### src/hdl/spimsc_pkg.sv
// Purpose: Shared constants and types of the serial peripheral core.
// Assumes: One 10 MHz system clock; registers sit on aligned 32-bit words.
// Notes:   Offsets are byte addresses on the plain register port.

package spimsc_pkg;

    // Register byte offsets.
    localparam logic [4:0] ADR_RXDATA  = 5'h00;
    localparam logic [4:0] ADR_TXDATA  = 5'h04;
    localparam logic [4:0] ADR_STATUS  = 5'h08;
    localparam logic [4:0] ADR_CONTROL = 5'h0c;
    localparam logic [4:0] ADR_SLVSEL  = 5'h14;

    // Status register bit positions.
    localparam int ST_ROE  = 3;
    localparam int ST_TOE  = 4;
    localparam int ST_TMT  = 5;
    localparam int ST_TRDY = 6;
    localparam int ST_RECEIVE_READY_FLAG = 7;
    localparam int ST_E    = 8;

    // Control register bit positions, each enabling the matching status bit.
    localparam int CT_IROE  = 3;
    localparam int CT_ITOE  = 4;
    localparam int CT_ITMT  = 5;
    localparam int CT_ITRDY = 6;
    localparam int CT_IRRDY = 7;
    localparam int CT_IE    = 8;
    localparam int CTRL_W   = 9;

    // Reset values.
    localparam logic [8:0]  CTRL_RST   = 9'h000;
    localparam logic [31:0] SLVSEL_RST = 32'h0000_0001;

    // Serial clock derivation: divisor is the smallest even value that keeps
    // the serial clock at or below the target rate.
    localparam int SYS_CLK_HZ     = 10_000_000;
    localparam int SCLK_TARGET_HZ = 2_500_000;
    localparam int SCLK_DIV       = 2 * ((SYS_CLK_HZ + 2 * SCLK_TARGET_HZ - 1)
                                         / (2 * SCLK_TARGET_HZ));

    // Bit counter width; holds counts up to 32.
    localparam int CNT_W = 6;

    // Transfer engine states.
    typedef enum logic [1:0] {
        ST_IDLE,
        ST_XFER,
        ST_TAIL
    } spimsc_state_t;

endpackage

### src/hdl/spimsc_edge.sv
// Purpose: Serial clock edge source for the serial peripheral core.
// Assumes: Master role divides the system clock; slave role samples the
//          incoming serial clock as a synchronous input.
// Notes:   Leading edge leaves the idle level, trailing edge returns to it.

module spimsc_edge #(
    parameter bit IS_MASTER = 1'b1,
    parameter bit CPOL      = 1'b0,
    parameter int CLK_DIV   = spimsc_pkg::SCLK_DIV
) (
    // Clock and reset.
    input  wire logic sys_clk_i,
    input  wire logic rst_i,
    // Control and serial clock in.
    input  wire logic run_i,
    input  wire logic sclk_i,
    // Edge pulses and generated serial clock.
    output logic      lead_o,
    output logic      trail_o,
    output logic      sclk_o
);

    localparam int HALF = CLK_DIV / 2;

    typedef struct packed {
        logic [15:0] cnt;
        logic        phase;
        logic        prev;
    } spimsc_edge_t;

    spimsc_edge_t state_ff;
    spimsc_edge_t nxt_state;
    logic         toggle;

    if (CLK_DIV < 2 || CLK_DIV % 2 != 0 || HALF > 65535) begin : g_bad_div
        $error("Serial clock divisor must be even and at least two.");
    end

    // Divider in master role, edge detector in slave role.
    always_comb begin
        nxt_state = state_ff;
        toggle    = 1'b0;
        lead_o    = 1'b0;
        trail_o   = 1'b0;
        nxt_state.prev = sclk_i;
        if (IS_MASTER) begin
            // Stopping the divider parks the clock at its idle level.
            if (!run_i) begin
                nxt_state.cnt   = 16'h0000;
                nxt_state.phase = 1'b0;
            end else if (state_ff.cnt == 16'(HALF - 1)) begin
                nxt_state.cnt   = 16'h0000;
                nxt_state.phase = !state_ff.phase;
                toggle          = 1'b1;
            end else begin
                nxt_state.cnt = state_ff.cnt + 16'h0001;
            end
            lead_o  = toggle && !state_ff.phase;
            trail_o = toggle && state_ff.phase;
        end else begin
            lead_o  = (sclk_i != state_ff.prev) && (sclk_i != CPOL);
            trail_o = (sclk_i != state_ff.prev) && (sclk_i == CPOL);
        end
    end

    // State register.
    always_ff @(posedge sys_clk_i) begin
        if (rst_i) begin
            state_ff <= '{cnt: 16'h0000, phase: 1'b0, prev: CPOL};
        end else begin
            state_ff <= nxt_state;
        end
    end

    assign sclk_o = CPOL ^ state_ff.phase;

endmodule

### src/hdl/spimsc_core.sv
// Purpose: Serial peripheral core, master or slave, with double buffering.
// Assumes: All inputs are synchronous to SYS_CLK_I.
// Notes:   Registers: rxdata, txdata, status, control, slave select.
//
// Functional notes
// - Role fixed by parameter, never changed live.
// - Master has one active-low select per slave.
// - Transmit registers share width n, 1 to 32.
// - Receive registers share the same width n.
// - Idle shifter reloads automatically from transmit holding.
// - Transmit holding accepts writes while shifting.
// - Transmit shifter drives mosi or miso by role.
// - Bit order MSB or LSB first, fixed.
// - Completed word moves into receive holding.
// - Receive holding keeps old word during shift.
// - Receive shifter fed from miso or mosi.
// - Enableable interrupts for receive and transmit ready.
// - Full duplex, one bit each way per serial clock cycle.
// - Runs on bus clock; master divides it.
// - Slave capture timed by incoming serial clock.
// - Master asserts every select set in mask.
// - Bus port offers flow control for DMA.
// - Slave starts shifting once select asserts.
// - Phase picks sample and change edges.
// - Receive ready set on word, cleared by read.

module spimsc_core #(
    parameter bit IS_MASTER = 1'b1,
    parameter int NUM_SS    = 1,
    parameter int WIDTH     = 8,
    parameter bit LSB_FIRST = 1'b0,
    parameter bit CPOL      = 1'b0,
    parameter bit CPHA      = 1'b0,
    parameter int CLK_DIV   = spimsc_pkg::SCLK_DIV
) (
    // Clock and reset.
    input  wire logic              SYS_CLK_I,
    input  wire logic              RST_I,
    // Register port.
    input  wire logic [4:0]        ADDR_I,
    input  wire logic [31:0]       WDATA_I,
    input  wire logic              WR_I,
    input  wire logic              RD_I,
    output logic      [31:0]       RDATA_O,
    // Flow control and interrupt.
    output logic                   READYFORDATA_O,
    output logic                   DATAAVAILABLE_O,
    output logic                   IRQ_O,
    // Master role serial pins.
    output logic                   SCLK_O,
    output logic      [NUM_SS-1:0] SS_N_O,
    output logic                   MOSI_O,
    input  wire logic              MISO_I,
    // Slave role serial pins.
    input  wire logic              SCLK_I,
    input  wire logic              SS_N_I,
    input  wire logic              MOSI_I,
    output logic                   MISO_O
);

    localparam int CW = spimsc_pkg::CNT_W;

    typedef struct packed {
        spimsc_pkg::spimsc_state_t        fsm;
        logic [WIDTH-1:0]                 tx_hold;
        logic [WIDTH-1:0]                 tx_shift;
        logic [WIDTH-1:0]                 rx_shift;
        logic [WIDTH-1:0]                 rx_hold;
        logic                             tx_full;
        logic                             sh_valid;
        logic                             receive_ready_flag;
        logic                             roe;
        logic                             toe;
        logic [CW-1:0]                    cnt;
        logic [spimsc_pkg::CTRL_W-1:0]    ctrl;
        logic [NUM_SS-1:0]                slvsel;
        logic [NUM_SS-1:0]                ss_n;
        logic                             ser_out;
        logic [31:0]                      rd_data;
    } spimsc_core_t;

    spimsc_core_t state_ff;
    spimsc_core_t nxt_state;

    logic        lead;
    logic        trail;
    logic        sclk_gen;
    logic        run;
    logic        smp;
    logic        chg;
    logic        in_bit;
    logic        sel;
    logic        done;
    logic        load;
    logic        tmt;
    logic        trdy;
    logic [31:0] status_w;

    // Parameter ranges the datapath can serve.
    if (WIDTH < 1 || WIDTH > 32) begin : g_bad_width
        $error("Data width must lie between 1 and 32.");
    end
    if (NUM_SS < 1 || NUM_SS > 32) begin : g_bad_ss
        $error("Select count must lie between 1 and 32.");
    end

    // Address match, shared by every strobe decode.
    function automatic logic hit(input logic [4:0] adr,
                                 input logic [4:0] off);
        hit = (adr == off);
    endfunction

    // Next transmit word after one bit has left.
    function automatic logic [WIDTH-1:0] shift_out(input logic [WIDTH-1:0] v);
        if (LSB_FIRST) begin
            shift_out = v >> 1;
        end else begin
            shift_out = v << 1;
        end
    endfunction

    // Receive word with one more bit taken in, same order as transmit.
    function automatic logic [WIDTH-1:0] shift_in(input logic [WIDTH-1:0] v,
                                                  input logic             b);
        if (LSB_FIRST) begin
            shift_in = (v >> 1) | (WIDTH'(b) << (WIDTH - 1));
        end else begin
            shift_in = (v << 1) | WIDTH'(b);
        end
    endfunction

    // Bit currently presented on the serial output.
    function automatic logic head_bit(input logic [WIDTH-1:0] v);
        head_bit = LSB_FIRST ? v[0] : v[WIDTH-1];
    endfunction

    // Edge source: divider when master, sampled input clock when slave.
    assign run = IS_MASTER && (state_ff.fsm != spimsc_pkg::ST_IDLE);

    spimsc_edge #(
        .IS_MASTER (IS_MASTER),
        .CPOL      (CPOL),
        .CLK_DIV   (CLK_DIV)
    ) u_edge (
        .sys_clk_i (SYS_CLK_I),
        .rst_i     (RST_I),
        .run_i     (run),
        .sclk_i    (SCLK_I),
        .lead_o    (lead),
        .trail_o   (trail),
        .sclk_o    (sclk_gen)
    );

    // Status view, used by the read mux and the interrupt.
    assign tmt  = (state_ff.fsm == spimsc_pkg::ST_IDLE) && !state_ff.sh_valid;
    assign trdy = !state_ff.tx_full;

    always_comb begin
        status_w = 32'h0000_0000;
        status_w[spimsc_pkg::ST_ROE]  = state_ff.roe;
        status_w[spimsc_pkg::ST_TOE]  = state_ff.toe;
        status_w[spimsc_pkg::ST_TMT]  = tmt;
        status_w[spimsc_pkg::ST_TRDY] = trdy;
        status_w[spimsc_pkg::ST_RECEIVE_READY_FLAG] = state_ff.receive_ready_flag;
        status_w[spimsc_pkg::ST_E]    = state_ff.roe | state_ff.toe;
    end

    // Whole next-state computation. Software clears are applied first and
    // hardware sets afterwards, so an event in the clearing cycle survives.
    always_comb begin
        nxt_state = state_ff;
        done      = 1'b0;
        load      = 1'b0;
        // Role is a constant; nothing written by software can change it.
        in_bit = IS_MASTER ? MISO_I : MOSI_I;
        sel    = !IS_MASTER && !SS_N_I;
        // Phase 0 samples on leading edges, phase 1 on trailing edges.
        smp = CPHA ? trail : lead;
        chg = CPHA ? lead : trail;

        // Software side clears and register writes.
        if (RD_I && hit(ADDR_I, spimsc_pkg::ADR_RXDATA)) begin
            nxt_state.receive_ready_flag = 1'b0;
        end
        if (WR_I && hit(ADDR_I, spimsc_pkg::ADR_STATUS)) begin
            nxt_state.roe = 1'b0;
            nxt_state.toe = 1'b0;
        end
        if (WR_I && hit(ADDR_I, spimsc_pkg::ADR_CONTROL)) begin
            nxt_state.ctrl = WDATA_I[spimsc_pkg::CTRL_W-1:0];
        end
        if (WR_I && hit(ADDR_I, spimsc_pkg::ADR_SLVSEL)) begin
            nxt_state.slvsel = WDATA_I[NUM_SS-1:0];
        end

        // Transfer engine. A change edge that comes while the bit count is still zero
        // is skipped, since the first bit is already presented when the word begins.
        case (state_ff.fsm)
            spimsc_pkg::ST_IDLE: begin
                // Master starts once a word sits in the shifter; slave
                // starts as soon as its select is pulled low.
                if (IS_MASTER ? state_ff.sh_valid : sel) begin
                    nxt_state.fsm = spimsc_pkg::ST_XFER;
                    nxt_state.cnt = '0;
                end
            end
            spimsc_pkg::ST_XFER: begin
                if (!IS_MASTER && !sel) begin
                    // Select dropped mid-word: the partial word is dropped.
                    nxt_state.fsm = spimsc_pkg::ST_IDLE;
                end else begin
                    if (chg && state_ff.cnt != '0) begin
                        nxt_state.tx_shift = shift_out(state_ff.tx_shift);
                    end
                    if (smp) begin
                        nxt_state.rx_shift = shift_in(state_ff.rx_shift,
                                                      in_bit);
                        if (state_ff.cnt == CW'(WIDTH - 1)) begin
                            done          = 1'b1;
                            nxt_state.cnt = '0;
                            if (IS_MASTER) begin
                                nxt_state.fsm = CPHA ? spimsc_pkg::ST_IDLE
                                                     : spimsc_pkg::ST_TAIL;
                            end
                        end else begin
                            nxt_state.cnt = state_ff.cnt + CW'(1);
                        end
                    end
                end
            end
            spimsc_pkg::ST_TAIL: begin
                // Master holds select until the last trailing edge.
                if (trail) begin
                    nxt_state.fsm = spimsc_pkg::ST_IDLE;
                end
            end
            default: begin
                nxt_state.fsm = spimsc_pkg::ST_IDLE;
            end
        endcase

        // Word complete: holding register is only touched here.
        if (done) begin
            nxt_state.rx_hold  = shift_in(state_ff.rx_shift, in_bit);
            nxt_state.receive_ready_flag     = 1'b1;
            nxt_state.sh_valid = 1'b0;
            if (state_ff.receive_ready_flag && !(RD_I && hit(ADDR_I,
                                    spimsc_pkg::ADR_RXDATA))) begin
                nxt_state.roe = 1'b1;
            end
        end

        // Reload the shifter when it is empty and the engine is idle. A slave may also
        // reload at a word boundary while select stays low.
        if (state_ff.tx_full && !nxt_state.sh_valid &&
            (state_ff.fsm == spimsc_pkg::ST_IDLE ||
             (!IS_MASTER && (done || state_ff.cnt == '0)))) begin
            load               = 1'b1;
            nxt_state.tx_shift = state_ff.tx_hold;
            nxt_state.tx_full  = 1'b0;
            nxt_state.sh_valid = 1'b1;
        end

        // Transmit write lands in holding even while a word shifts out; a
        // write over an unsent word is flagged but still taken.
        if (WR_I && hit(ADDR_I, spimsc_pkg::ADR_TXDATA)) begin
            nxt_state.tx_hold = WDATA_I[WIDTH-1:0];
            nxt_state.tx_full = 1'b1;
            if (state_ff.tx_full && !load) begin
                nxt_state.toe = 1'b1;
            end
        end

        // Serial output follows the shifter with no added cycle of lag.
        nxt_state.ser_out = head_bit(nxt_state.tx_shift);

        // Master selects follow the mask for the whole word.
        if (IS_MASTER && nxt_state.fsm != spimsc_pkg::ST_IDLE) begin
            nxt_state.ss_n = ~state_ff.slvsel;
        end else begin
            nxt_state.ss_n = '1;
        end

        // Read data stand only in the cycle after the strobe.
        nxt_state.rd_data = 32'h0000_0000;
        if (RD_I) begin
            if (hit(ADDR_I, spimsc_pkg::ADR_RXDATA)) begin
                nxt_state.rd_data = 32'(state_ff.rx_hold);
            end else if (hit(ADDR_I, spimsc_pkg::ADR_TXDATA)) begin
                nxt_state.rd_data = 32'(state_ff.tx_hold);
            end else if (hit(ADDR_I, spimsc_pkg::ADR_STATUS)) begin
                nxt_state.rd_data = status_w;
            end else if (hit(ADDR_I, spimsc_pkg::ADR_CONTROL)) begin
                nxt_state.rd_data = 32'(state_ff.ctrl);
            end else if (hit(ADDR_I, spimsc_pkg::ADR_SLVSEL)) begin
                nxt_state.rd_data = 32'(state_ff.slvsel);
            end else begin
                nxt_state.rd_data = 32'h0000_0000;
            end
        end
    end

    // State register with synchronous reset.
    always_ff @(posedge SYS_CLK_I) begin
        if (RST_I) begin
            state_ff.fsm      <= spimsc_pkg::ST_IDLE;
            state_ff.tx_hold  <= '0;
            state_ff.tx_shift <= '0;
            state_ff.rx_shift <= '0;
            state_ff.rx_hold  <= '0;
            state_ff.tx_full  <= 1'b0;
            state_ff.sh_valid <= 1'b0;
            state_ff.receive_ready_flag     <= 1'b0;
            state_ff.roe      <= 1'b0;
            state_ff.toe      <= 1'b0;
            state_ff.cnt      <= '0;
            state_ff.ctrl     <= spimsc_pkg::CTRL_RST;
            state_ff.slvsel   <= spimsc_pkg::SLVSEL_RST[NUM_SS-1:0];
            state_ff.ss_n     <= '1;
            state_ff.ser_out  <= 1'b0;
            state_ff.rd_data  <= 32'h0000_0000;
        end else begin
            state_ff <= nxt_state;
        end
    end

    // Flow control lets a DMA engine pace itself without wait states.
    assign READYFORDATA_O  = trdy;
    assign DATAAVAILABLE_O = state_ff.receive_ready_flag;

    // Level interrupt; it drops once software removes its cause.
    assign IRQ_O = (state_ff.ctrl[spimsc_pkg::CT_IRRDY] & state_ff.receive_ready_flag)
                 | (state_ff.ctrl[spimsc_pkg::CT_ITRDY] & trdy)
                 | (state_ff.ctrl[spimsc_pkg::CT_ITMT]  & tmt)
                 | (state_ff.ctrl[spimsc_pkg::CT_IROE]  & state_ff.roe)
                 | (state_ff.ctrl[spimsc_pkg::CT_ITOE]  & state_ff.toe)
                 | (state_ff.ctrl[spimsc_pkg::CT_IE]
                    & (state_ff.roe | state_ff.toe));

    // Pin drive by role. The slave drives miso even when unselected, so a
    // shared line needs an external buffer gated by select.
    assign RDATA_O = state_ff.rd_data;
    assign SCLK_O  = IS_MASTER ? sclk_gen : CPOL;
    assign SS_N_O  = state_ff.ss_n;
    assign MOSI_O  = IS_MASTER ? state_ff.ser_out : 1'b0;
    assign MISO_O  = IS_MASTER ? 1'b0 : state_ff.ser_out;

endmodule

### config.mk
export PLATFORM = sky130hd
export DESIGN_NAME = spimsc_core
export DESIGN_NICKNAME = d
export VERILOG_FILES = /design/src/hdl/spimsc_pkg.sv /design/src/hdl/spimsc_edge.sv /design/src/hdl/spimsc_core.sv
export SDC_FILE = /design/constraint.sdc
export NUM_CORES = 1
export LEC_CHECK = 0
export BUFFER_PORTS_ARGS = -buffer_cell sky130_fd_sc_hd__buf_2
export CORE_ASPECT_RATIO = 1.4
export CORE_MARGIN = 3
export CORE_UTILIZATION = 55
export DETAILED_ROUTE_END_ITERATION = 10
export PLACE_DENSITY = 0.82
export REMOVE_ABC_BUFFERS = 1
export SYNTH_ARGS = -nofsm -noshare
export SYNTH_HDL_FRONTEND = slang
export SYNTH_HIERARCHICAL = 1
export SYNTH_SLANG_ARGS = --single-unit
### constraint.sdc
create_clock -name SYS_CLK_I -period 5.1 [get_ports SYS_CLK_I]
set_clock_uncertainty 0.1 [all_clocks]
set_input_delay 0.255 -clock SYS_CLK_I [delete_from_list [all_inputs] [get_ports SYS_CLK_I]]
set_output_delay 0.255 -clock SYS_CLK_I [all_outputs]
set_load 0.01 [all_outputs]
# Word level (Yosys, flattened, before mapping)

Index checks and enable logic that the tools add are counted.

Input bits: 45
Output and inout bits: 39
Bits in registers: 105
Logic and storage cells: 119

Muxes and demuxes: 32
$add $sub $neg: 2
Bitwise operators: 17
Reductions and logical operators: 38
Equal/unequal tests: 10

Operators by type and width:

| operator              | count |
|---|---|
| $mux 8                | 5 |
| $mux 6                | 3 |
| $mux 9                | 2 |
| $add 16x1->16 const B | 1 |
| $eq 16x1->1 const B   | 1 |
| $mux 16               | 1 |
| $reduce_bool 2->1     | 7 |
| $logic_and 1x1->1     | 13 |
| $mux 1                | 12 |
| $mux 2                | 6 |
| $pmux 6 s2            | 1 |
| $eq 5x4->1 const B    | 2 |
| $or 8x1->8            | 1 |
| $add 6x1->6 const B   | 1 |
| $and 1x1->1           | 6 |
| $eq 6x3->1 const B    | 1 |
| $logic_not 1->1       | 6 |
| $or 1x1->1            | 6 |
| $pmux 2 s3            | 1 |
| $reduce_bool 6->1     | 1 |
| $reduce_or 2->1       | 3 |
| $reduce_or 6->1       | 1 |
| $eq 5x3->1 const B    | 1 |
| $eq 5x5->1 const B    | 1 |
| other kinds (11)      | 16 |

# Longest topological paths before layout

Word-level depth: 15
Gate-level depth with buffers: 11
Depth with buffers taken out: 9

# By module

Netlist, hierarchy kept.

Modules (own cells, without submodules):

| module      | cells an instance | area an instance (um^2) | instances | sequential area each (um^2) |
|---|---|---|---|---|
| spimsc_core | 345               | 3089.2                  | 1         | 1281.2 |
| spimsc_edge | 89                | 775.7                   | 1         | 340.3 |

# Worst setup path before layout

Ideal clock, no wire load.

Path kind: reg2reg
From: register u_edge/state_ff[2] in the netlist's numbering
To: register state_ff[53] in the netlist's numbering
Data arrival time: 2.004 ns
Slack: 2.868 ns
Cell stages (with the launch flop): 11
Required time: 4.872 ns
Library setup time: 0.128 ns
Buffers on the path: 2
Clock period less this slack: 2.232 ns
Cells stage by stage: dfxtp_1 > ha_1 > nor4b_1 > nand4_1 > nor3_1 > buf_2 > nand3b_1 > or3_4 > buf_6 > a22oi_1 > nor2_1

Longest elaborated chain between the ends: 11

RTL lines:

| what                           | RTL line           | RTL |
|---|---|---|
| from (decl)                    | spimsc_edge.sv:31  | `spimsc_edge_t state_ff;` |
| from (signal assigned)         | spimsc_edge.sv:69  | `state_ff <= '{cnt: 16'h0000, phase: 1'b0, prev: CPOL};` |
| from (signal assigned)         | spimsc_edge.sv:71  | `state_ff <= nxt_state;` |
| $eq 16x1->1 *                  | spimsc_edge.sv:51  | `end else if (state_ff.cnt == 16'(HALF - 1)) begin` |
| $mux 1 *                       | spimsc_edge.sv:51  |  |
| $mux 1 *                       | spimsc_edge.sv:48  | `if (!run_i) begin` |
| $logic_and 1x1->1 *            | spimsc_edge.sv:58  | `lead_o = toggle && !state_ff.phase;` |
| via lead                       | spimsc_core.sv:85  | `logic lead;` |
| $mux 1 *                       | spimsc_core.sv:215 | `if (smp) begin` |
| $mux 1 *                       | spimsc_core.sv:198 | `case (state_ff.fsm)` |
| $mux 3 *                       | spimsc_core.sv:243 | `if (done) begin` |
| $logic_not 1->1                | spimsc_core.sv:255 | `if (state_ff.tx_full && !nxt_state.sh_valid &&` |
| $logic_and 1x1->1 (2 in a row) | spimsc_core.sv:255 |  |
| $mux 2 *                       | spimsc_core.sv:255 |  |
| to (signal assigned)           | spimsc_core.sv:323 | `state_ff <= nxt_state;` |
| to (decl)                      | spimsc_core.sv:82  | `spimsc_core_t state_ff;` |

Mark *: on every way through the listed nets, which the timed path passes. The rest lies on a longest branch. The select of a mux whose other input is x is not followed.
A chain may end at the register's enable or synchronous reset.

# Final worst setup path

From: register state_ff[88] in the netlist's numbering
To: register state_ff, in the netlist SS_N_O

Longest elaborated chain between the ends: 8
Elaborated cells on any way between the ends: 15
Those cells by class: eq/ne (2); mux (6); bitwise (1); reduce/logical (6)

RTL lines:

| what                      | RTL line           | RTL |
|---|---|---|
| $reduce_bool 2->1         | spimsc_core.sv:138 | `assign run = IS_MASTER && (state_ff.fsm != spimsc_pkg::ST_IDLE);` |
| via run                   | spimsc_core.sv:88  | `logic run;` |
| $mux 1                    | spimsc_edge.sv:48  |  |
| $logic_and 1x1->1         | spimsc_edge.sv:58  |  |
| via lead                  | spimsc_core.sv:85  |  |
| $mux 2                    | spimsc_core.sv:215 |  |
| $pmux 2 s3                | spimsc_core.sv:198 |  |
| $reduce_bool 2->1         | spimsc_core.sv:278 | `if (IS_MASTER && nxt_state.fsm != spimsc_pkg::ST_IDLE) begin` |
| $not 1->1 (no line)       | -                  |  |
| $reduce_or 2->1 (no line) | -                  |  |

The timed path passes the listed nets, and every way through them passes these cells.

==> impl_metrics.json <==
{
  "status": "finished, final reports clean",
  "ys_async_sr_fraction_pct": 0,
  "ys_types": 52,
  "post_cts_buffers": 0,
  "hold_viol_final": 0,
  "clk_pin_slew_ns": 0.09,
  "yosysWarnings": 6,
  "drive_gt1_share_pct": 15.64,
  "synthCells": 434,
  "vias_per_cell": 5.474,
  "synth-adder-area-share_pct": 1.295,
  "drt_wl_total_um": 7649,
  "crit_required_ns": 5.23,
  "switching_share_pct": 23.02,
  "slowest_delay_ns": 0.68,
  "clock_latency_ns": 0.36,
  "avgSynthCellArea_um2": 8.905,
  "critical_path_arrival_ns": 3.13,
  "post_dp_cell_area_mm2": 0.003896,
  "power_frac_clock_pct": 43.5,
  "critPathCaptureType": "register",
  "period_needed_ns": 2.998,
  "ant_nets": 0,
  "hold_depth": 3,
  "clk_root_buffer_cell": "clkbuf_8",
  "layout.nets": 498,
  "synth_flop_cell": "dfxtp_1",
  "die_w_um": 76.85,
  "hold_buffers": 0,
  "area_growth_pct": 6.636,
  "p_leak_nw": 1.549,
  "synth_area_mm2": 0.003865,
  "period_share_pct": 58.79,
  "setup_tns_ns": 0,
  "synth_xor_area_share_pct": 3.399,
  "htree_levels": 3,
  "p_switching_uw": 278.1,
  "gr-total-overflow": 0,
  "fmax_ghz": 0.3335,
  "worstHoldPathType": "in2reg",
  "gp_congestion": 0.8915,
  "comb_power_share_pct": 3.9,
  "drt_first_pass_iters": 4,
  "finalSetupViolCount": 0,
  "clk_path_buf_depth": 2,
  "fillerInstances": 560,
  "die_y_um": 105.2,
  "pre_cts_ws_ns": 2.154,
  "slew_headroom_pct": 51.81,
  "rsz0062_at_grt": "false",
  "coreArea_mm2": 0.006700,
  "initial_core_util_pct": 57.68,
  "synth_compound_area_share_pct": 13.56,
  "seq_power_share_pct": 52.6,
  "p_int_uw": 929.8,
  "crit_path_max_fanout": 14,
  "grt_pass1_vias": 2786,
  "hpwl_um": 5398,
  "synthSimpleGateAreaFrac_pct": 22.27,
  "cts_resized": 0,
  "grt_max_degree": 58,
  "startpoint_type": "register",
  "clkSinkCount": 81,
  "synth-seq-area-share_pct": 41.96,
  "reg2reg_depth": 9,
  "p_per_area_mw_per_mm2": 293.1,
  "maxCapViolations": 0,
  "drtIter0Drc": 172,
  "synth-edff-count": 0,
  "critical_path_class": "reg2reg",
  "post_drt_wl_per_cell_um": 14.01,
  "num_vias": 2989,
  "tritoncts": "done",
  "cts_buffers": 9,
  "num_rows": 35,
  "grt_pass1_wl_um": 12830,
  "drc": 0,
  "worstMarginPinSlew_ns": 0.7211,
  "worst_path_max_delay_cell": "dfxtp_1",
  "antenna_found_initial": 0,
  "crit_path_frequent_cell": "inv_1",
  "muxShareOfSynthArea_pct": 7.187,
  "diodes": 0,
  "crit_path_cell_trace": "nor2_1 -> inv_1 -> inv_1 -> nor3_1 -> buf_4 -> nand3b_1 -> or3_4 -> a221oi_4 -> o21ai_1",
  "synth_top_family_by_area": "simple AND/OR/NAND/NOR gates",
  "dieArea_mm2": 0.008083,
  "slew_viol_final": 0,
  "yosys_register_bits": 81,
  "setup_ws_ns": 2.102,
  "ios": 84,
  "track_usage_pct": 19.47,
  "ir_worst_vdd_mv": 0.2147,
  "fin_area_mm2": 0.004121,
  "port-buffer-count": 33
}
## cells in the mapped netlist, types with 3 or more instances
master    count  share of area [%]
clkbuf_1      8               0.78
a22oi_1       3               0.58
mux4_2        3                1.7
and3_1        6               0.97
a211oi_1      7                1.4
xor2_1        6                1.4
nand3_1      14                1.8
a22o_1        7                1.6
or3_4         3               0.87
a21oi_1      30                3.9
nand3b_1      3               0.58
nor2_1       58                5.6
buf_4        33                6.4
ha_1          4                1.3
nand4_1       8                1.3
nor4_1        6               0.97
nor4b_1       3               0.68
nand2_1      39                3.8
dfxtp_1      81                 42
nor3_1        7               0.91
mux2i_1      21                5.4
or3_1         4               0.65
nand2b_1      8                1.3
buf_2        10                1.3
xnor2_1       9                2.0
o21ai_0      11                1.4
inv_1        10               0.97
## cell families after synthesis
logic type      count (synthesis)
simple gates                  169
flops                          81
compound gates                 75
buf+inv                        65
mux                            24
xor+xnor                       15
fa+ha+maj                       4
other cells                     1
## critical path, delay by kind of cell, from the launching register on
family / cells / cell delay [ns]
flip-flops: 1 / 0.68
AO/OA/AOI/OAI: 2 / 0.37
AND/OR/NAND/NOR: 4 / 1.28
buffers and inverters: 3 / 0.43
## cell usage in the layout (no fill, tap or decap), types with 4 or more instances in the layout
cell and n:
mux2i_1 21, nand3_1 14, or3_1 4, a21oi_1 30, nor3_1 7, xor2_1 6, o21ai_0 11, clkbuf_8 9
nor4_1 6, ha_1 4, nor2_1 58, nand2_1 39, nand4_1 8, dfxtp_1 81, buf_2 33, a22o_1 7
a211oi_1 7, nand2b_1 8, and3_1 6, xnor2_1 9, inv_1 10, conb_1 24
## layout make-up
cell class	count	area (um^2)	area share, %
Tap cell	92	115.1	2.793
Clock buffer	9	123.9	3.005
Inverter	10	37.54	0.9107
Clock inverter	7	101.3	2.459
Timing Repair Buffer	36	187.7	4.554
Sequential cell	81	1622	39.34
Multi-Input combinational cell	311	1934	46.93
## power by group through the flow
stage          clock network [mW]  registers, mW  logic, mW
3_5_place_dp                    0          0.651     0.0461
2_1_floorplan                   0          0.650     0.0221
4_1_cts                     0.533          0.636     0.0462
3_3_place_gp                    0          0.651     0.0456
5_1_grt                     0.557          0.636     0.0515
6_report                    0.525          0.636     0.0469
## per-stage QoR
step / hold WS, ns / power [mW] / utilization (%) / std cells
global route: 0.04352 / 1.245 / 61.51 / 546
finish: 0.03540 / 1.208 / 61.51 / 546
detailed placement: 0.3509 / 0.6967 / 58.15 / 530
floorplan: 0.2196 / 0.6724 / - / 402
global placement: 0.3424 / 0.6961 / 58.15 / 530
CTS: 0.03094 / 1.214 / 61.51 / 546
## layer usage
| layer | part of all wire [%] | vias to the layer above | GRT usage, % |
|---|---|---|---|
| li1 | - | 1483 | - |
| met3 | 5.4 | 17 | 3.966 |
| met5 | 0 | - | 0 |
| met2 | 50 | 90 | 33.10 |
| met1 | 43 | 1399 | 23.69 |
| met4 | 2.1 | 0 | 8.161 |
## registers in the layout, summed over array words and instances (netlist names)
| signal | flops |
|---|---|
| state_ff | 53 |
| u_edge/sclk_o | 1 |
| RDATA_O | 9 |
| u_edge/state_ff | 16 |
| DATAAVAILABLE_O | 1 |
| SS_N_O | 1 |
## worst paths after layout
path / slack, ns / to / start
max: 2.10 / SS_N_O / state_ff[88]
min: 0.04 / state_ff[43] / WDATA_I[8]
max reg2reg: 2.10 / SS_N_O / state_ff[88]
min reg2reg: 0.36 / state_ff[60] / state_ff[60]
Power figures use the tool's default switching activity.
